## config.mk

```make
export PLATFORM = sky130hd
export DESIGN_NAME = vsl_supervision
export DESIGN_NICKNAME = d
export VERILOG_FILES = /design/src/design/vsl_pkg.sv /design/src/design/vsl_supervision.sv /design/src/design/vsl_oplog.sv
export SDC_FILE = /design/constraint.sdc
export NUM_CORES = 2
export LEC_CHECK = 0
export BUFFER_PORTS_ARGS = -buffer_cell sky130_fd_sc_hd__buf_2
export CAP_MARGIN = 20
export CORE_MARGIN = 4
export CORE_UTILIZATION = 41
export DETAILED_ROUTE_END_ITERATION = 16
export HOLD_SLACK_MARGIN = 0.05
export PLACE_DENSITY = 0.65
export SLEW_MARGIN = 10
export SYNTH_ARGS = -nofsm -noshare
export SYNTH_HDL_FRONTEND = slang
export SYNTH_SLANG_ARGS = --single-unit
export TNS_END_PERCENT = 30
```

## constraint.sdc

```tcl
create_clock -name clk -period 18.57 [get_ports clk]
set_input_delay 1.857 -clock clk [delete_from_list [all_inputs] [get_ports clk]]
set_output_delay 1.857 -clock clk [all_outputs]
set_load 0.1 [all_outputs]
```

## src/design/vsl_pkg.sv

```systemverilog
// package: register map, codes and record layouts of the supervision block
package vsl_pkg;
  // ----------------------------------------------------------------
  // register offsets (byte addresses)
  // ----------------------------------------------------------------
  localparam logic [7:0] REG_CTRL    = 8'h00;
  localparam logic [7:0] REG_EVT_EN  = 8'h04;
  localparam logic [7:0] REG_LOW     = 8'h08;
  localparam logic [7:0] REG_HIGH    = 8'h0c;
  localparam logic [7:0] REG_DELAY   = 8'h10;
  localparam logic [7:0] REG_STATUS  = 8'h14;
  localparam logic [7:0] REG_REMAIN  = 8'h18;
  localparam logic [7:0] REG_EXPECT  = 8'h1c;
  localparam logic [7:0] REG_LOG_IDX = 8'h20;
  localparam logic [7:0] REG_LOG_W0  = 8'h24;
  localparam int         LOG_WORDS   = 5;
  // ----------------------------------------------------------------
  // field positions and reset values
  // ----------------------------------------------------------------
  localparam int          CTRL_SG_LSB  = 4;
  localparam int          ST_MODE_LSB  = 4;
  localparam int          ST_BUS_LSB   = 8;
  localparam int          ST_FLAG_LSB  = 12;
  localparam int          ST_CNT_LSB   = 16;
  localparam logic [2:0]  MODE_RST     = 3'h1;
  localparam logic [2:0]  SG_RST       = 3'h1;
  localparam logic [11:0] EVT_EN_RST   = 12'hfff;
  localparam logic [15:0] LOW_RST      = 16'h0005;
  localparam logic [15:0] HIGH_RST     = 16'h0050;
  localparam logic [18:0] DELAY_RST    = 19'h00014;
  // ----------------------------------------------------------------
  // timing
  // ----------------------------------------------------------------
  localparam int CLK_NS       = 10;
  localparam int CYCLE_MS     = 5;
  localparam int STAMP_MS     = 1;
  localparam int CYCLE_CLKS   = (CYCLE_MS * 1000000) / CLK_NS;
  localparam int STAMP_CLKS   = (STAMP_MS * 1000000) / CLK_NS;
  localparam int LOG_DEPTH    = 12;
  // ----------------------------------------------------------------
  // codes
  // ----------------------------------------------------------------
  typedef enum logic [2:0] {
    MODE_ON = 3'h1, MODE_BLOCKED = 3'h2, MODE_TEST = 3'h3,
    MODE_TEST_BLK = 3'h4, MODE_OFF = 3'h5
  } vsl_mode_e;
  localparam logic [2:0] COND_NORMAL  = 3'h0;
  localparam logic [2:0] COND_START   = 3'h1;
  localparam logic [2:0] COND_LINE_VT = 3'h2;
  localparam logic [2:0] COND_BUS_VT  = 3'h3;
  localparam logic [2:0] COND_BLOCKED = 3'h4;
  localparam logic [2:0] BUS_DEAD     = 3'h0;
  localparam logic [2:0] BUS_PROBLEM  = 3'h4;
  localparam logic [1:0] VST_NONE     = 2'h0;
  localparam logic [1:0] VST_OK       = 2'h1;
  localparam logic [1:0] VST_LOW      = 2'h2;
  // condition index: start, trip, block, line vt, bus fuse, line fuse
  localparam int NCOND = 6;
  // ----------------------------------------------------------------
  // carriers
  // ----------------------------------------------------------------
  typedef struct packed {
    logic [3:0][15:0] volt;
    logic [1:0]       seq;
    logic [3:0][15:0] angle;
  } vsl_meas_s;
  typedef struct packed {
    logic [31:0]       stamp;
    logic [3:0]        code;
    logic [3:0][1:0]   vstat;
    logic [2:0]        sys;
    logic [3:0][15:0]  angle;
    logic [19:0]       remain;
    logic [2:0]        sg;
  } vsl_rec_s;
  typedef struct packed {
    logic [31:0]      stamp;
    logic [3:0]       code;
    logic [2:0]       fault;
    logic [2:0][15:0] start_volt;
  } vsl_evt_s;
endpackage : vsl_pkg

```

## src/design/vsl_supervision.sv

```systemverilog
// voltage transformer supervision: pick-up, blocking, delay, events, log
//
// Function
// pick-up: one low, or two high
// blocking sampled at each program cycle start
// pick-up unblocked raises start, starts delay
// pick-up while blocked raises blocked only
// block during start drops start, resets timer
// blocking gives display and stamped event
// blocking must arrive 5 ms before expiry
// definite fixed delay from start to trip
// ON/OFF events, selectable per event
// events carry timestamp and process data
// six conditions, twelve events total
// keep latest twelve ON records
// record voltage status 0/1/2
// record angles, remaining time, setting group
// bus voltage state codes 0 to 4
// condition codes 0 to 4
// block mode codes 1 to 5
// expected operating time in 5 ms steps
// signed remaining time counting down
// thirteenth record overwrites the oldest
//
// The implementer's own choices: the placing of the registers and the Avalon-MM slave port.
`timescale 1ns/1ps
`default_nettype none
module vsl_supervision
  import vsl_pkg::*;
#(
  parameter int CYC_CLKS = CYCLE_CLKS,
  parameter int MS_CLKS  = STAMP_CLKS
) (
  // clock and reset
  input  wire logic        clk,
  input  wire logic        rstn,
  // avalon-mm slave
  input  wire logic [7:0]  address,
  input  wire logic        read,
  input  wire logic        write,
  input  wire logic [31:0] writedata,
  output logic [31:0]      readdata,
  output logic             waitrequest,
  // measurements, same clock domain
  input  wire vsl_meas_s   meas,
  // pins: block, line vt fail, bus fuse, line fuse
  input  wire logic [3:0]  pin_in,
  // outputs to blocking matrix, event buffer and display
  output logic             start_out,
  output logic             trip_out,
  output logic             blocked_out,
  output logic             display_evt,
  output logic             evt_valid,
  output vsl_evt_s         evt
);
  // ----------------------------------------------------------------
  // registers and state
  // ----------------------------------------------------------------
  logic [2:0]  mode;
  logic [2:0]  sg;
  logic [11:0] evt_en;
  logic [15:0] low_lvl, high_lvl;
  logic [18:0] delay, elapsed;
  logic [3:0]  log_idx;
  logic [31:0] cyc_cnt, ms_cnt, stamp;
  logic [3:0]  sync1, sync2;
  logic        blk_smp, trip_int;
  logic [NCOND-1:0] prev, pend_on, pend_off;
  logic [2:0][15:0] start_volt;

  // ----------------------------------------------------------------
  // program cycle and millisecond stamp
  // ----------------------------------------------------------------
  wire tick    = (cyc_cnt == 32'(CYC_CLKS - 1));
  wire ms_tick = (ms_cnt == 32'(MS_CLKS - 1));

  always_ff @(posedge clk or negedge rstn) begin
    if (!rstn) begin
      cyc_cnt <= 32'h0;
      ms_cnt  <= 32'h0;
      stamp   <= 32'h0;
      sync1   <= 4'h0;
      sync2   <= 4'h0;
    end else begin
      cyc_cnt <= tick ? 32'h0 : cyc_cnt + 32'h1;
      ms_cnt  <= ms_tick ? 32'h0 : ms_cnt + 32'h1;
      stamp   <= ms_tick ? stamp + 32'h1 : stamp;
      sync1   <= pin_in;
      sync2   <= sync1;
    end
  end

  // ----------------------------------------------------------------
  // voltage evaluation
  // ----------------------------------------------------------------
  logic [3:0] below, above;
  logic [3:0][1:0] vstat;
  genvar gi;
  generate
    for (gi = 0; gi < 4; gi++) begin : g_volt
      assign below[gi] = meas.volt[gi] < low_lvl;
      assign above[gi] = meas.volt[gi] > high_lvl;
      assign vstat[gi] = below[gi] ? VST_NONE :
                         (above[gi] ? VST_OK : VST_LOW);
    end
  endgenerate

  wire two_high = (above[0] & above[1]) | (above[1] & above[2]) | (above[0] & above[2]);
  wire pickup   = (|below[2:0]) | two_high;
  wire active   = (mode == MODE_ON) || (mode == MODE_TEST);
  wire pk       = pickup & active;
  // block read straight at the cycle start, before this cycle's decision
  wire blk_now  = sync2[0];
  wire [2:0] bus_state = (&below[2:0]) ? BUS_DEAD :
                         pickup ? BUS_PROBLEM : 3'(meas.seq) + 3'h1;
  wire [2:0] cond = blocked_out ? COND_BLOCKED :
                    sync2[1] ? COND_LINE_VT :
                    trip_int ? COND_BUS_VT :
                    start_out ? COND_START : COND_NORMAL;
  wire [19:0] remain = start_out ? 20'(delay) - 20'(elapsed) : 20'h0;
  wire [NCOND-1:0] cur = {sync2[3], sync2[2], sync2[1], blocked_out, trip_int, start_out};

  // ----------------------------------------------------------------
  // start, blocking and definite-time delay
  // ----------------------------------------------------------------
  always_ff @(posedge clk or negedge rstn) begin
    if (!rstn) begin
      start_out   <= 1'b0;
      blocked_out <= 1'b0;
      trip_int    <= 1'b0;
      trip_out    <= 1'b0;
      elapsed     <= 19'h0;
      blk_smp     <= 1'b0;
      start_volt  <= '0;
    end else if (tick) begin
      blk_smp <= blk_now;
      if (pk && !blk_now) begin
        start_out   <= 1'b1;
        blocked_out <= 1'b0;
        if (!start_out) begin
          start_volt <= meas.volt[2:0];
        end
        elapsed  <= start_out ? elapsed + 19'h1 : 19'h0;
        trip_int <= start_out && (elapsed + 19'h1 >= delay);
        trip_out <= start_out && (elapsed + 19'h1 >= delay) && mode != MODE_TEST;
      end else begin
        // blocked and released paths reset the timer alike
        start_out   <= 1'b0;
        blocked_out <= pk;
        trip_int    <= 1'b0;
        trip_out    <= 1'b0;
        elapsed     <= 19'h0;
      end
    end
  end

  // ----------------------------------------------------------------
  // event queue: edges of six conditions, drained one per clock
  // ----------------------------------------------------------------
  wire [NCOND-1:0] rise = tick ? (cur & ~prev) : '0;
  wire [NCOND-1:0] fall = tick ? (~cur & prev) : '0;
  wire             any_on = |pend_on;
  wire [2:0]       sel = first_set(any_on ? pend_on : pend_off);
  wire             emit = any_on | (|pend_off);
  wire [3:0]       code = {sel, ~any_on};
  wire [NCOND-1:0] clr  = emit ? (NCOND'(1) << sel) : '0;

  function automatic logic [2:0] first_set(input logic [NCOND-1:0] v);
    logic [2:0] r;
    r = 3'h0;
    for (int i = NCOND - 1; i >= 0; i--) begin
      if (v[i]) begin
        r = 3'(i);
      end
    end
    return r;
  endfunction : first_set

  vsl_rec_s rec;
  assign rec = '{stamp: stamp, code: code, vstat: vstat, sys: bus_state,
                 angle: meas.angle, remain: remain, sg: sg};

  always_ff @(posedge clk or negedge rstn) begin
    if (!rstn) begin
      prev        <= '0;
      pend_on     <= '0;
      pend_off    <= '0;
      evt_valid   <= 1'b0;
      evt         <= '0;
      display_evt <= 1'b0;
    end else begin
      prev        <= tick ? cur : prev;
      // fresh edge wins over the drain of the same bit
      pend_on     <= (pend_on & ~(any_on ? clr : '0)) | rise;
      pend_off    <= (pend_off & ~(any_on ? '0 : clr)) | fall;
      evt_valid   <= emit && evt_en[code];
      evt         <= '{stamp: stamp, code: code, fault: cond,
                       start_volt: start_volt};
      display_evt <= rise[2];
    end
  end

  wire log_wr = emit & any_on;
  vsl_rec_s   log_rd;
  logic [3:0] log_cnt;
  vsl_oplog #(.DEPTH(LOG_DEPTH)) u_log (
    .clk     (clk),
    .rstn    (rstn),
    .wr      (log_wr),
    .wdata   (rec),
    .rd_idx  (log_idx),
    .rd_data (log_rd),
    .count   (log_cnt)
  );

  // ----------------------------------------------------------------
  // avalon-mm slave: one wait state on every access
  // ----------------------------------------------------------------
  logic [31:0] rmux;
  wire [31:0] status = {12'h0, log_cnt, 1'b0, blk_smp, trip_int, blocked_out,
                        1'b0, bus_state, 1'b0, mode, 1'b0, cond};
  wire [2:0][31:0] log_w = {{12'h0, log_rd.remain},
                            {log_rd.angle[3], log_rd.angle[2]},
                            {log_rd.angle[1], log_rd.angle[0]}};
  wire [7:0] lw = address - REG_LOG_W0;

  always_comb begin
    rmux = 32'h0;
    case (address)
      REG_CTRL:    rmux = {25'h0, sg, 1'b0, mode};
      REG_EVT_EN:  rmux = {20'h0, evt_en};
      REG_LOW:     rmux = {16'h0, low_lvl};
      REG_HIGH:    rmux = {16'h0, high_lvl};
      REG_DELAY:   rmux = {13'h0, delay};
      REG_STATUS:  rmux = status;
      REG_REMAIN:  rmux = {{12{remain[19]}}, remain};
      REG_EXPECT:  rmux = {13'h0, delay};
      REG_LOG_IDX: rmux = {28'h0, log_idx};
      default: begin
        if (address >= REG_LOG_W0 && lw < 8'(4 * LOG_WORDS) && lw[1:0] == 2'h0) begin
          case (lw[4:2])
            3'h0:    rmux = log_rd.stamp;
            3'h1:    rmux = {14'h0, log_rd.sg, log_rd.sys, log_rd.vstat, log_rd.code};
            default: rmux = log_w[lw[4:2] - 3'h2];
          endcase
        end
      end
    endcase
  end

  wire wr_take = write && !waitrequest;

  always_ff @(posedge clk or negedge rstn) begin
    if (!rstn) begin
      waitrequest <= 1'b1;
      readdata    <= 32'h0;
      mode        <= MODE_RST;
      sg          <= SG_RST;
      evt_en      <= EVT_EN_RST;
      low_lvl     <= LOW_RST;
      high_lvl    <= HIGH_RST;
      delay       <= DELAY_RST;
      log_idx     <= 4'h0;
    end else begin
      waitrequest <= !((read || write) && waitrequest);
      readdata    <= (read && waitrequest) ? rmux : readdata;
      if (wr_take) begin
        case (address)
          REG_CTRL: begin
            mode <= (writedata[2:0] >= MODE_ON && writedata[2:0] <= MODE_OFF) ?
                    writedata[2:0] : mode;
            sg   <= writedata[CTRL_SG_LSB +: 3];
          end
          REG_EVT_EN:  evt_en   <= writedata[11:0];
          REG_LOW:     low_lvl  <= writedata[15:0];
          REG_HIGH:    high_lvl <= writedata[15:0];
          REG_DELAY:   delay    <= writedata[18:0];
          REG_LOG_IDX: log_idx  <= writedata[3:0];
          default:     ;
        endcase
      end
    end
  end
endmodule : vsl_supervision
`default_nettype wire

```

## src/design/vsl_oplog.sv

```systemverilog
// twelve-deep ring of operation records, newest first on readback
`timescale 1ns/1ps
`default_nettype none
module vsl_oplog
  import vsl_pkg::*;
#(
  parameter int DEPTH = LOG_DEPTH
) (
  // clock and reset
  input  wire logic      clk,
  input  wire logic      rstn,
  // write side
  input  wire logic      wr,
  input  wire vsl_rec_s  wdata,
  // read side, idx 0 is the newest record
  input  wire logic [3:0] rd_idx,
  output vsl_rec_s        rd_data,
  output logic [3:0]      count
);
  vsl_rec_s   mem [DEPTH];
  logic [3:0] wp;
  logic [4:0] raw;
  logic [3:0] ra;

  // oldest slot is reused once full
  always_ff @(posedge clk or negedge rstn) begin
    if (!rstn) begin
      wp    <= 4'h0;
      count <= 4'h0;
    end else if (wr) begin
      wp    <= (wp == 4'(DEPTH - 1)) ? 4'h0 : wp + 4'h1;
      count <= (count == 4'(DEPTH)) ? count : count + 4'h1;
    end
  end

  always_ff @(posedge clk) begin
    if (wr) begin
      mem[wp] <= wdata;
    end
  end

  assign raw = 5'(wp) + 5'(DEPTH) - 5'h1 - 5'(rd_idx);
  assign ra  = (raw >= 5'(DEPTH)) ? 4'(raw - 5'(DEPTH)) : raw[3:0];
  assign rd_data = (rd_idx < count) ? mem[ra] : '0;
endmodule : vsl_oplog
`default_nettype wire

```

# Yosys cells after proc, flatten, opt, wreduce, memory -nomap -nowiden
# Memories as Yosys holds them, arrays and structs flattened.
# Cells that the tools add are included.
[word_totals] reg_bits=397 ram_bits=1608 input_bits=178 output_inout_bits=125 word_cells=186 mem_count=1
[classes] addsub=14 magnitude_cmp=17 eq_ne=16 shift=1 n_mux=47 n_bitwise=22 n_reduce_logical=32
[mem_list] memory="u_log.mem" words=12 word_bits=134 read_ports=1 rd_clocked_by_memory_dff=0 wr=1 line_no="vsl_oplog.sv:20" source="vsl_rec_s mem [DEPTH];"
[ops] op="$pmux W32 S8" count=1
[ops] op="$mux W134" count=1
[ops] op="$mux W32" count=4
[ops] op="$add A32 B1 Y32 const B" count=3
[ops] op="$bmux W32 S2" count=1
[ops] op="$gt A16 B16 Y1" count=4
[ops] op="$lt A16 B16 Y1" count=4
[ops] op="$pmux W32 S2" count=1
[ops] op="$mux W19" count=2
[ops] op="$mux W6" count=6
[ops] op="$eq A32 B17 Y1 const B" count=1
[ops] op="$eq A32 B19 Y1 const B" count=1
[ops] op="$eq A8 B5 Y1 const B" count=4
[ops] op="$mux W3" count=9
[ops] op="$and A6 B6 Y6" count=4
[ops] op="$not A6 Y6" count=4
[ops] op="$mux W2" count=10
[ops] op="$mux W20" count=1
[ops] op="$sub A19 B19 Y20" count=1
[ops] op="$add A19 B1 Y19 const B" count=1
[ops] op="$ge A19 B19 Y1" count=1
[ops] op="$eq A8 B4 Y1 const B" count=2
[ops] op="$reduce_and A2 Y1" count=7
[ops] op="$or A6 B6 Y6" count=2
[ops] op="39 further kinds" count=74

# Longest topological paths before layout
[logic_depth] depth_word=14 depth_mapped=19 ltp_nobuf=15

# Hierarchy
# From an unflattened synthesis, not the netlist that was laid out.
[hier_totals] cells_unflattened=4845 area_unflattened_um2=83304.9
[modules_own_cells] mod="vsl_oplog" n_inst=1 cells_each=2856 area_each_um2=62379.8 seq_area_each_um2=48486.5
[modules_own_cells] mod="vsl_supervision" n_inst=1 cells_each=1989 area_each_um2=20925.1 seq_area_each_um2=9760.6

# Worst setup path after synthesis
# No wires, ideal clock.
[synth_timing] path_kind="register -> register" startpoint="register pend_on[0]" endpoint="memory u_log.mem[3][0] (netlist bit) (enable)" setup_time_ns=0.794 t_arrival_ns=10.267 required_time_ns=17.776 slack_ns=7.509 path_stages_with_launch=7 n_path_buf=2 period_less_slack_ns=11.061 cell_sequence="dfrtp_1 clkbuf_1 nor4_1 nand2_1 clkbuf_1 nand2_1 nor3_1"
[synth_between] elab_chain_len=5
[synth_lines] item="start: declaration" line_no="vsl_supervision.sv:68" source="logic [NCOND-1:0] prev, pend_on, pend_off;"
[synth_lines] item="start signal: assignment" line_no="vsl_supervision.sv:194" source="pend_on <= (pend_on & ~(any_on ? clr : '0)) | rise;"
[synth_lines] item="$reduce_or A6 Y1 (*)" line_no="vsl_supervision.sv:162" source="wire any_on = |pend_on;"
[synth_lines] item="$or A1 B1 Y1" line_no="vsl_supervision.sv:164" source="wire emit = any_on | (|pend_off);"
[synth_lines] item="$and A1 B1 Y1 (*)" line_no="vsl_supervision.sv:203" source="wire log_wr = emit & any_on;"
[synth_lines] item="$mux W1 (*)" line_no="vsl_oplog.sv:37" source="if (wr) begin"
[synth_lines] item="$mux W1 (implied by the code) (*)" line_no="vsl_oplog.sv:38" source="mem[wp] <= wdata;"
[synth_lines] item="end: declaration" line_no="vsl_oplog.sv:20"
# Mark *: on every way between the ends. The rest lies on a longest branch, timed or not.

# Worst setup path after layout
[layout_timing] startpoint="input address[2]" endpoint="register readdata[16]"
[layout_between] elab_chain_len=7
[layout_lines] item="start: declaration" line_no="vsl_supervision.sv:38" source="input wire logic [7:0] address,"
[layout_lines] item="$sub A8 B6 Y8" line_no="vsl_supervision.sv:225" source="wire [7:0] lw = address - REG_LOG_W0;"
[layout_lines] item="$sub A3 B2 Y3" line_no="vsl_supervision.sv:244" source="default: rmux = log_w[lw[4:2] - 3'h2];"
[layout_lines] item="$bmux W32 S2" line_no="vsl_supervision.sv:244"
[layout_lines] item="$mux W32 (implied by the code)" line_no="vsl_supervision.sv:244"
[layout_lines] item="$pmux W32 S2" line_no="vsl_supervision.sv:241" source="case (lw[4:2])"
[layout_lines] item="$mux W32" line_no="vsl_supervision.sv:240" source="if (address >= REG_LOG_W0 && lw < 8'(4 * LOG_WORDS) && lw[1:0] == 2'h0) begin"
[layout_lines] item="$pmux W32 S8 (*)" line_no="vsl_supervision.sv:229" source="case (address)"
[layout_lines] item="end signal: assignment" line_no="vsl_supervision.sv:266" source="readdata <= (read && waitrequest) ? rmux : readdata;"
[layout_lines] item="end: declaration" line_no="vsl_supervision.sv:42" source="output logic [31:0] readdata,"
# Mark *: on every way between the ends. The rest lies on a longest branch, timed or not. The select of a mux whose other input is x is not followed.
# A chain may end at the register's enable or synchronous reset.

==> summary.md <==
| Metric | Value |
|---|---|
| Remaining Overflow, GRT | `0` |
| Layout cells sized above 1 | `a little under a quarter` |
| Vias in the first global route | `roughly 44,000` |
| Syn Inst Count | `4,598` |
| Crit path capture type | `register` |
| Max incr delay on CP | `roughly 0.67 ns` |
| Top-count cell post-synth | `edfxtp_1` |
| Max-slew violations | `0` |
| Status | `finished, final reports clean` |
| Post-cts resize count | `0` |
| Wire per inst | `27.44 um` |
| Post-synth ARST share | `19.80%` |
| Vias per std cell | `5.701` |
| Row count | `163` |
| Initial drt markers | `4,986` |
| Netlist cell types | `78` |
| Overall routed net length | `213,600 um` |
| VDD IR max | `85.52 uV` |
| Synth area leader | `edfxtp_1` |
| I/O pins | `303` |
| Fin cells | `7,784` |
| CP bufs+invs | `5` |
| Clk pin slew, worst setup/hold paths | `around 0.060 ns` |
| Crit path time final | `5.998 ns` |
| Nature of the critical path startpoint | `primary input` |
| Slowest library cell on the worst path | `inv_2` |
| Initial antenna violation count | `49` |
| CP top delay family | `buffers and inverters` |
| Top FF cell, synth | `edfxtp_1` |
| Post-detailed-route count of antenna-violating nets | `0` |
| Period Utilization, post-route | `32.30%` |
| Flops & latches, synth | `about 2,000` |
| Final setup violating endpoints | `0` |
| RSZ-0062 raised after global routing | `no` |
| Hold crit path type | `reg -> reg` |
| Fin worst setup slack | `between 10 and 15 ns` |
| Synth warnings | `0` |
| Most frequent CP cell | `buf_4` |
| Total track usage | `20.57%` |
| Maximum clock insertion buffer count | `3` |
| Largest net degree at the start of global routing | `153` |
| Inst Count DP | `7,403` |
| Post-CTS Setup Bufs | `0` |
| Synth top cells by count | `edfxtp_1, mux4_2, dfrtp_1` |
| Total CTS buffers | `191` |
| Worst-Skew Late Latency | `0.85 ns` |
| DP Worst Slack | `11.74 ns` |
| Mapped Area | `81,560 um^2` |
| Leakage dissipation | `33.29 nW` |
| DRC | `0` |
| Dpl hpwl | `130,100 um` |
| Hold Buf Count CTS | `0` |
| Die Width | `454.0 um` |
| Synth top area share | `around 59%` |
| Critical path type | `in -> reg` |
| PD cells | `about 100 nW/um^2` |
| Die height | `454.0 um` |
| Hold Fails Final Rpt | `0` |
| FMAX | `166.7 MHz` |
| Max-cap violations | `0` |
| Most area-consuming cells after synthesis | `edfxtp_1, dfrtp_1, mux4_2` |
| WP data required | `19.26 ns` |
| Avg Cell Area, Syn | `17.74 um^2` |
| TNS Setup | `0 ns` |
| Crit-path cells | `buf_4 > inv_2 > ha_1 > buf_4 > inv_2 > nand2_1 > buf_4 > o22ai_1 > nor3_1 > o21ai_0 > o221ai_1 > o211ai_1 > a31oi_1` |
| Port buffer count | `289` |
| Vias after detailed routing | `around 44,000` |
| Starting Density | `41.27%` |
| Core Box Area | `about 200,000 um^2` |
| TritonCTS Sinks | `about 2,000` |
| Die area | `around 200,000 um^2` |
| Layout area overhead | `13.88%` |
| First-pass GRT wire length | `310,600 um` |
| Sequential area share after synthesis | `71.41%` |
| Fillers | `16,510` |
| Rel. slew slack | `22.23%` |
| Setup Skew | `0.03532 ns` |
| Tightest Pin Transition | `between 1 and 1.5 ns` |
| CP arrival | `6.69 ns` |
| Root buffer cell | `clkbuf_16` |
| Critical Path Fanout Max | `34` |
| EDFF count, synth | `around 1,600` |
| Placer Congestion | `0.8706` |
| CTS tree | `yes` |
| Power Total | `0.009327 W` |
| Syn_nets | `4,969` |
| 1st-pass router iterations | `7` |
| NumNets Final | `between 5,000 and 6,000` |
| H-tree Lvls | `4` |
-- routing by layer --
metal,up-vias,part of all wire (%),GRT usage [%]
li1,19000,-,-
met1,23290,40,27.76
met2,1701,49,33.45
met3,359,7.7,4.331
met4,18,3.4,6.823
met5,-,0.055,0
-- worst paths after layout --
| kind | startpoint | endpoint | slack (ns) | depth (start not counted) |
|---|---|---|---|---|
| min in group asynchronous | rstn | ms_cnt[0]$_DFF_PN0_ | 1.06 | 1 |
| setup reg to reg | log_idx[1]$_DFFE_PN0P_ | readdata[16]$_DFFE_PN0P_ | 12.58 | 16 |
| setup / recovery | address[2] | readdata[16]$_DFFE_PN0P_ | 12.57 | 13 |
| hold reg to reg | start_volt[31]$_DFFE_PN0P_ | evt[31]$_DFF_PN0_ | 0.35 | 0 |
| hold / removal | start_volt[31]$_DFFE_PN0P_ | evt[31]$_DFF_PN0_ | 0.35 | 0 |
| max in group asynchronous | rstn | start_volt[4]$_DFFE_PN0P_ | 15.30 | 3 |
-- kinds of logic after synthesis --
| family | Yosys count | synth area share [%] |
|---|---|---|
| buffers and inverters | 314 | 1.603 |
| XOR/XNOR | 121 | 1.299 |
| flip-flops | 2005 | 71.41 |
| multiplexers | 562 | 13.48 |
| adder cells (fa/ha/maj) | 193 | 2.979 |
| AO/OA/AOI/OAI | 574 | 4.476 |
| AND/OR/NAND/NOR | 829 | 4.751 |
-- worst register-to-register path: stages (launching register included) --
cell	delay, ns
dfrtp_1	0.42
inv_1	0.07
ha_1	0.32
ha_4	0.18
fa_1	0.43
xor2_1	0.41
ha_1	0.21
nor3b_1	0.26
and4b_1	0.27
o21ai_0	0.33
and2_2	0.54
buf_4	0.69
nor3_1	0.15
o21ai_0	0.60
o221ai_1	0.24
o211ai_1	0.55
a31oi_1	0.17
-- layout by cell type (no fill, tap or decap), types with 35 or more instances in the layout --
| cell type | netlist | layout |
|---|---|---|
| edfxtp_1 | 1608 | 1608 |
| mux4_2 | 414 | 414 |
| dfrtp_1 | 376 | 376 |
| nand2_1 | 303 | 302 |
| buf_2 | 49 | 287 |
| clkbuf_16 | 0 | 192 |
| ha_1 | 191 | 189 |
| nor2_1 | 178 | 176 |
| o21ai_0 | 152 | 151 |
| a21oi_1 | 143 | 140 |
| inv_1 | 108 | 107 |
| nand3_1 | 86 | 86 |
| xnor2_1 | 74 | 74 |
| mux2_2 | 70 | 70 |
| buf_4 | 3 | 69 |
| mux2i_1 | 58 | 58 |
| o22ai_1 | 57 | 57 |
| xor2_1 | 47 | 47 |
| nor3_1 | 43 | 39 |
| a21o_1 | 36 | 36 |
| clkbuf_1 | 136 | 36 |
| and3_1 | 41 | 35 |
| nand4_1 | 35 | 35 |
| clkinv_1 | 1 | 35 |
-- final cells by class --
| cell class | count | area (um^2) | share of cell area, % |
|---|---|---|---|
| Antenna cell | 21 | 52.55 | 0.05658 |
| Clock buffer | 237 | 5057 | 5.445 |
| Clock inverter | 119 | 1401 | 1.509 |
| Inverter | 111 | 416.7 | 0.4486 |
| Multi-Input combinational cell | 2279 | 22160 | 23.86 |
| Sequential cell | 2005 | 58250 | 62.71 |
| Tap cell | 2640 | 3303 | 3.556 |
| Timing Repair Buffer | 372 | 2243 | 2.415 |
-- where the power goes --
group          leakage, nW  switching, W  internal (W)
clock                 3.12       0.00173       0.00224
combinational         11.3      0.000358      0.000130
sequential            18.8     0.0000211       0.00485
total                 33.3       0.00211       0.00722
-- registers in the layout, indices dropped and copies added, names as in the netlist, 12 cells and up --
name / cells
stamp: 32
low_lvl: 16
evt_en: 12
start_volt: 48
readdata: 32
elapsed: 19
high_lvl: 16
cyc_cnt: 32
u_log.mem: 1608
ms_cnt: 32
delay: 19
evt: 87
-- through the flow --
step / instance area [um^2] / hold WS, ns / utilization [%]
floorplan: 81560 / 0.3312 / -
global placement: 86290 / 0.3367 / 43.66
detailed placement: 86330 / 0.3389 / 43.68
CTS: 92790 / 0.3561 / 46.95
global route: 92850 / 0.3681 / 46.98
finish: 92880 / 0.3474 / 47.00
(Power assumes the default switching activity.)
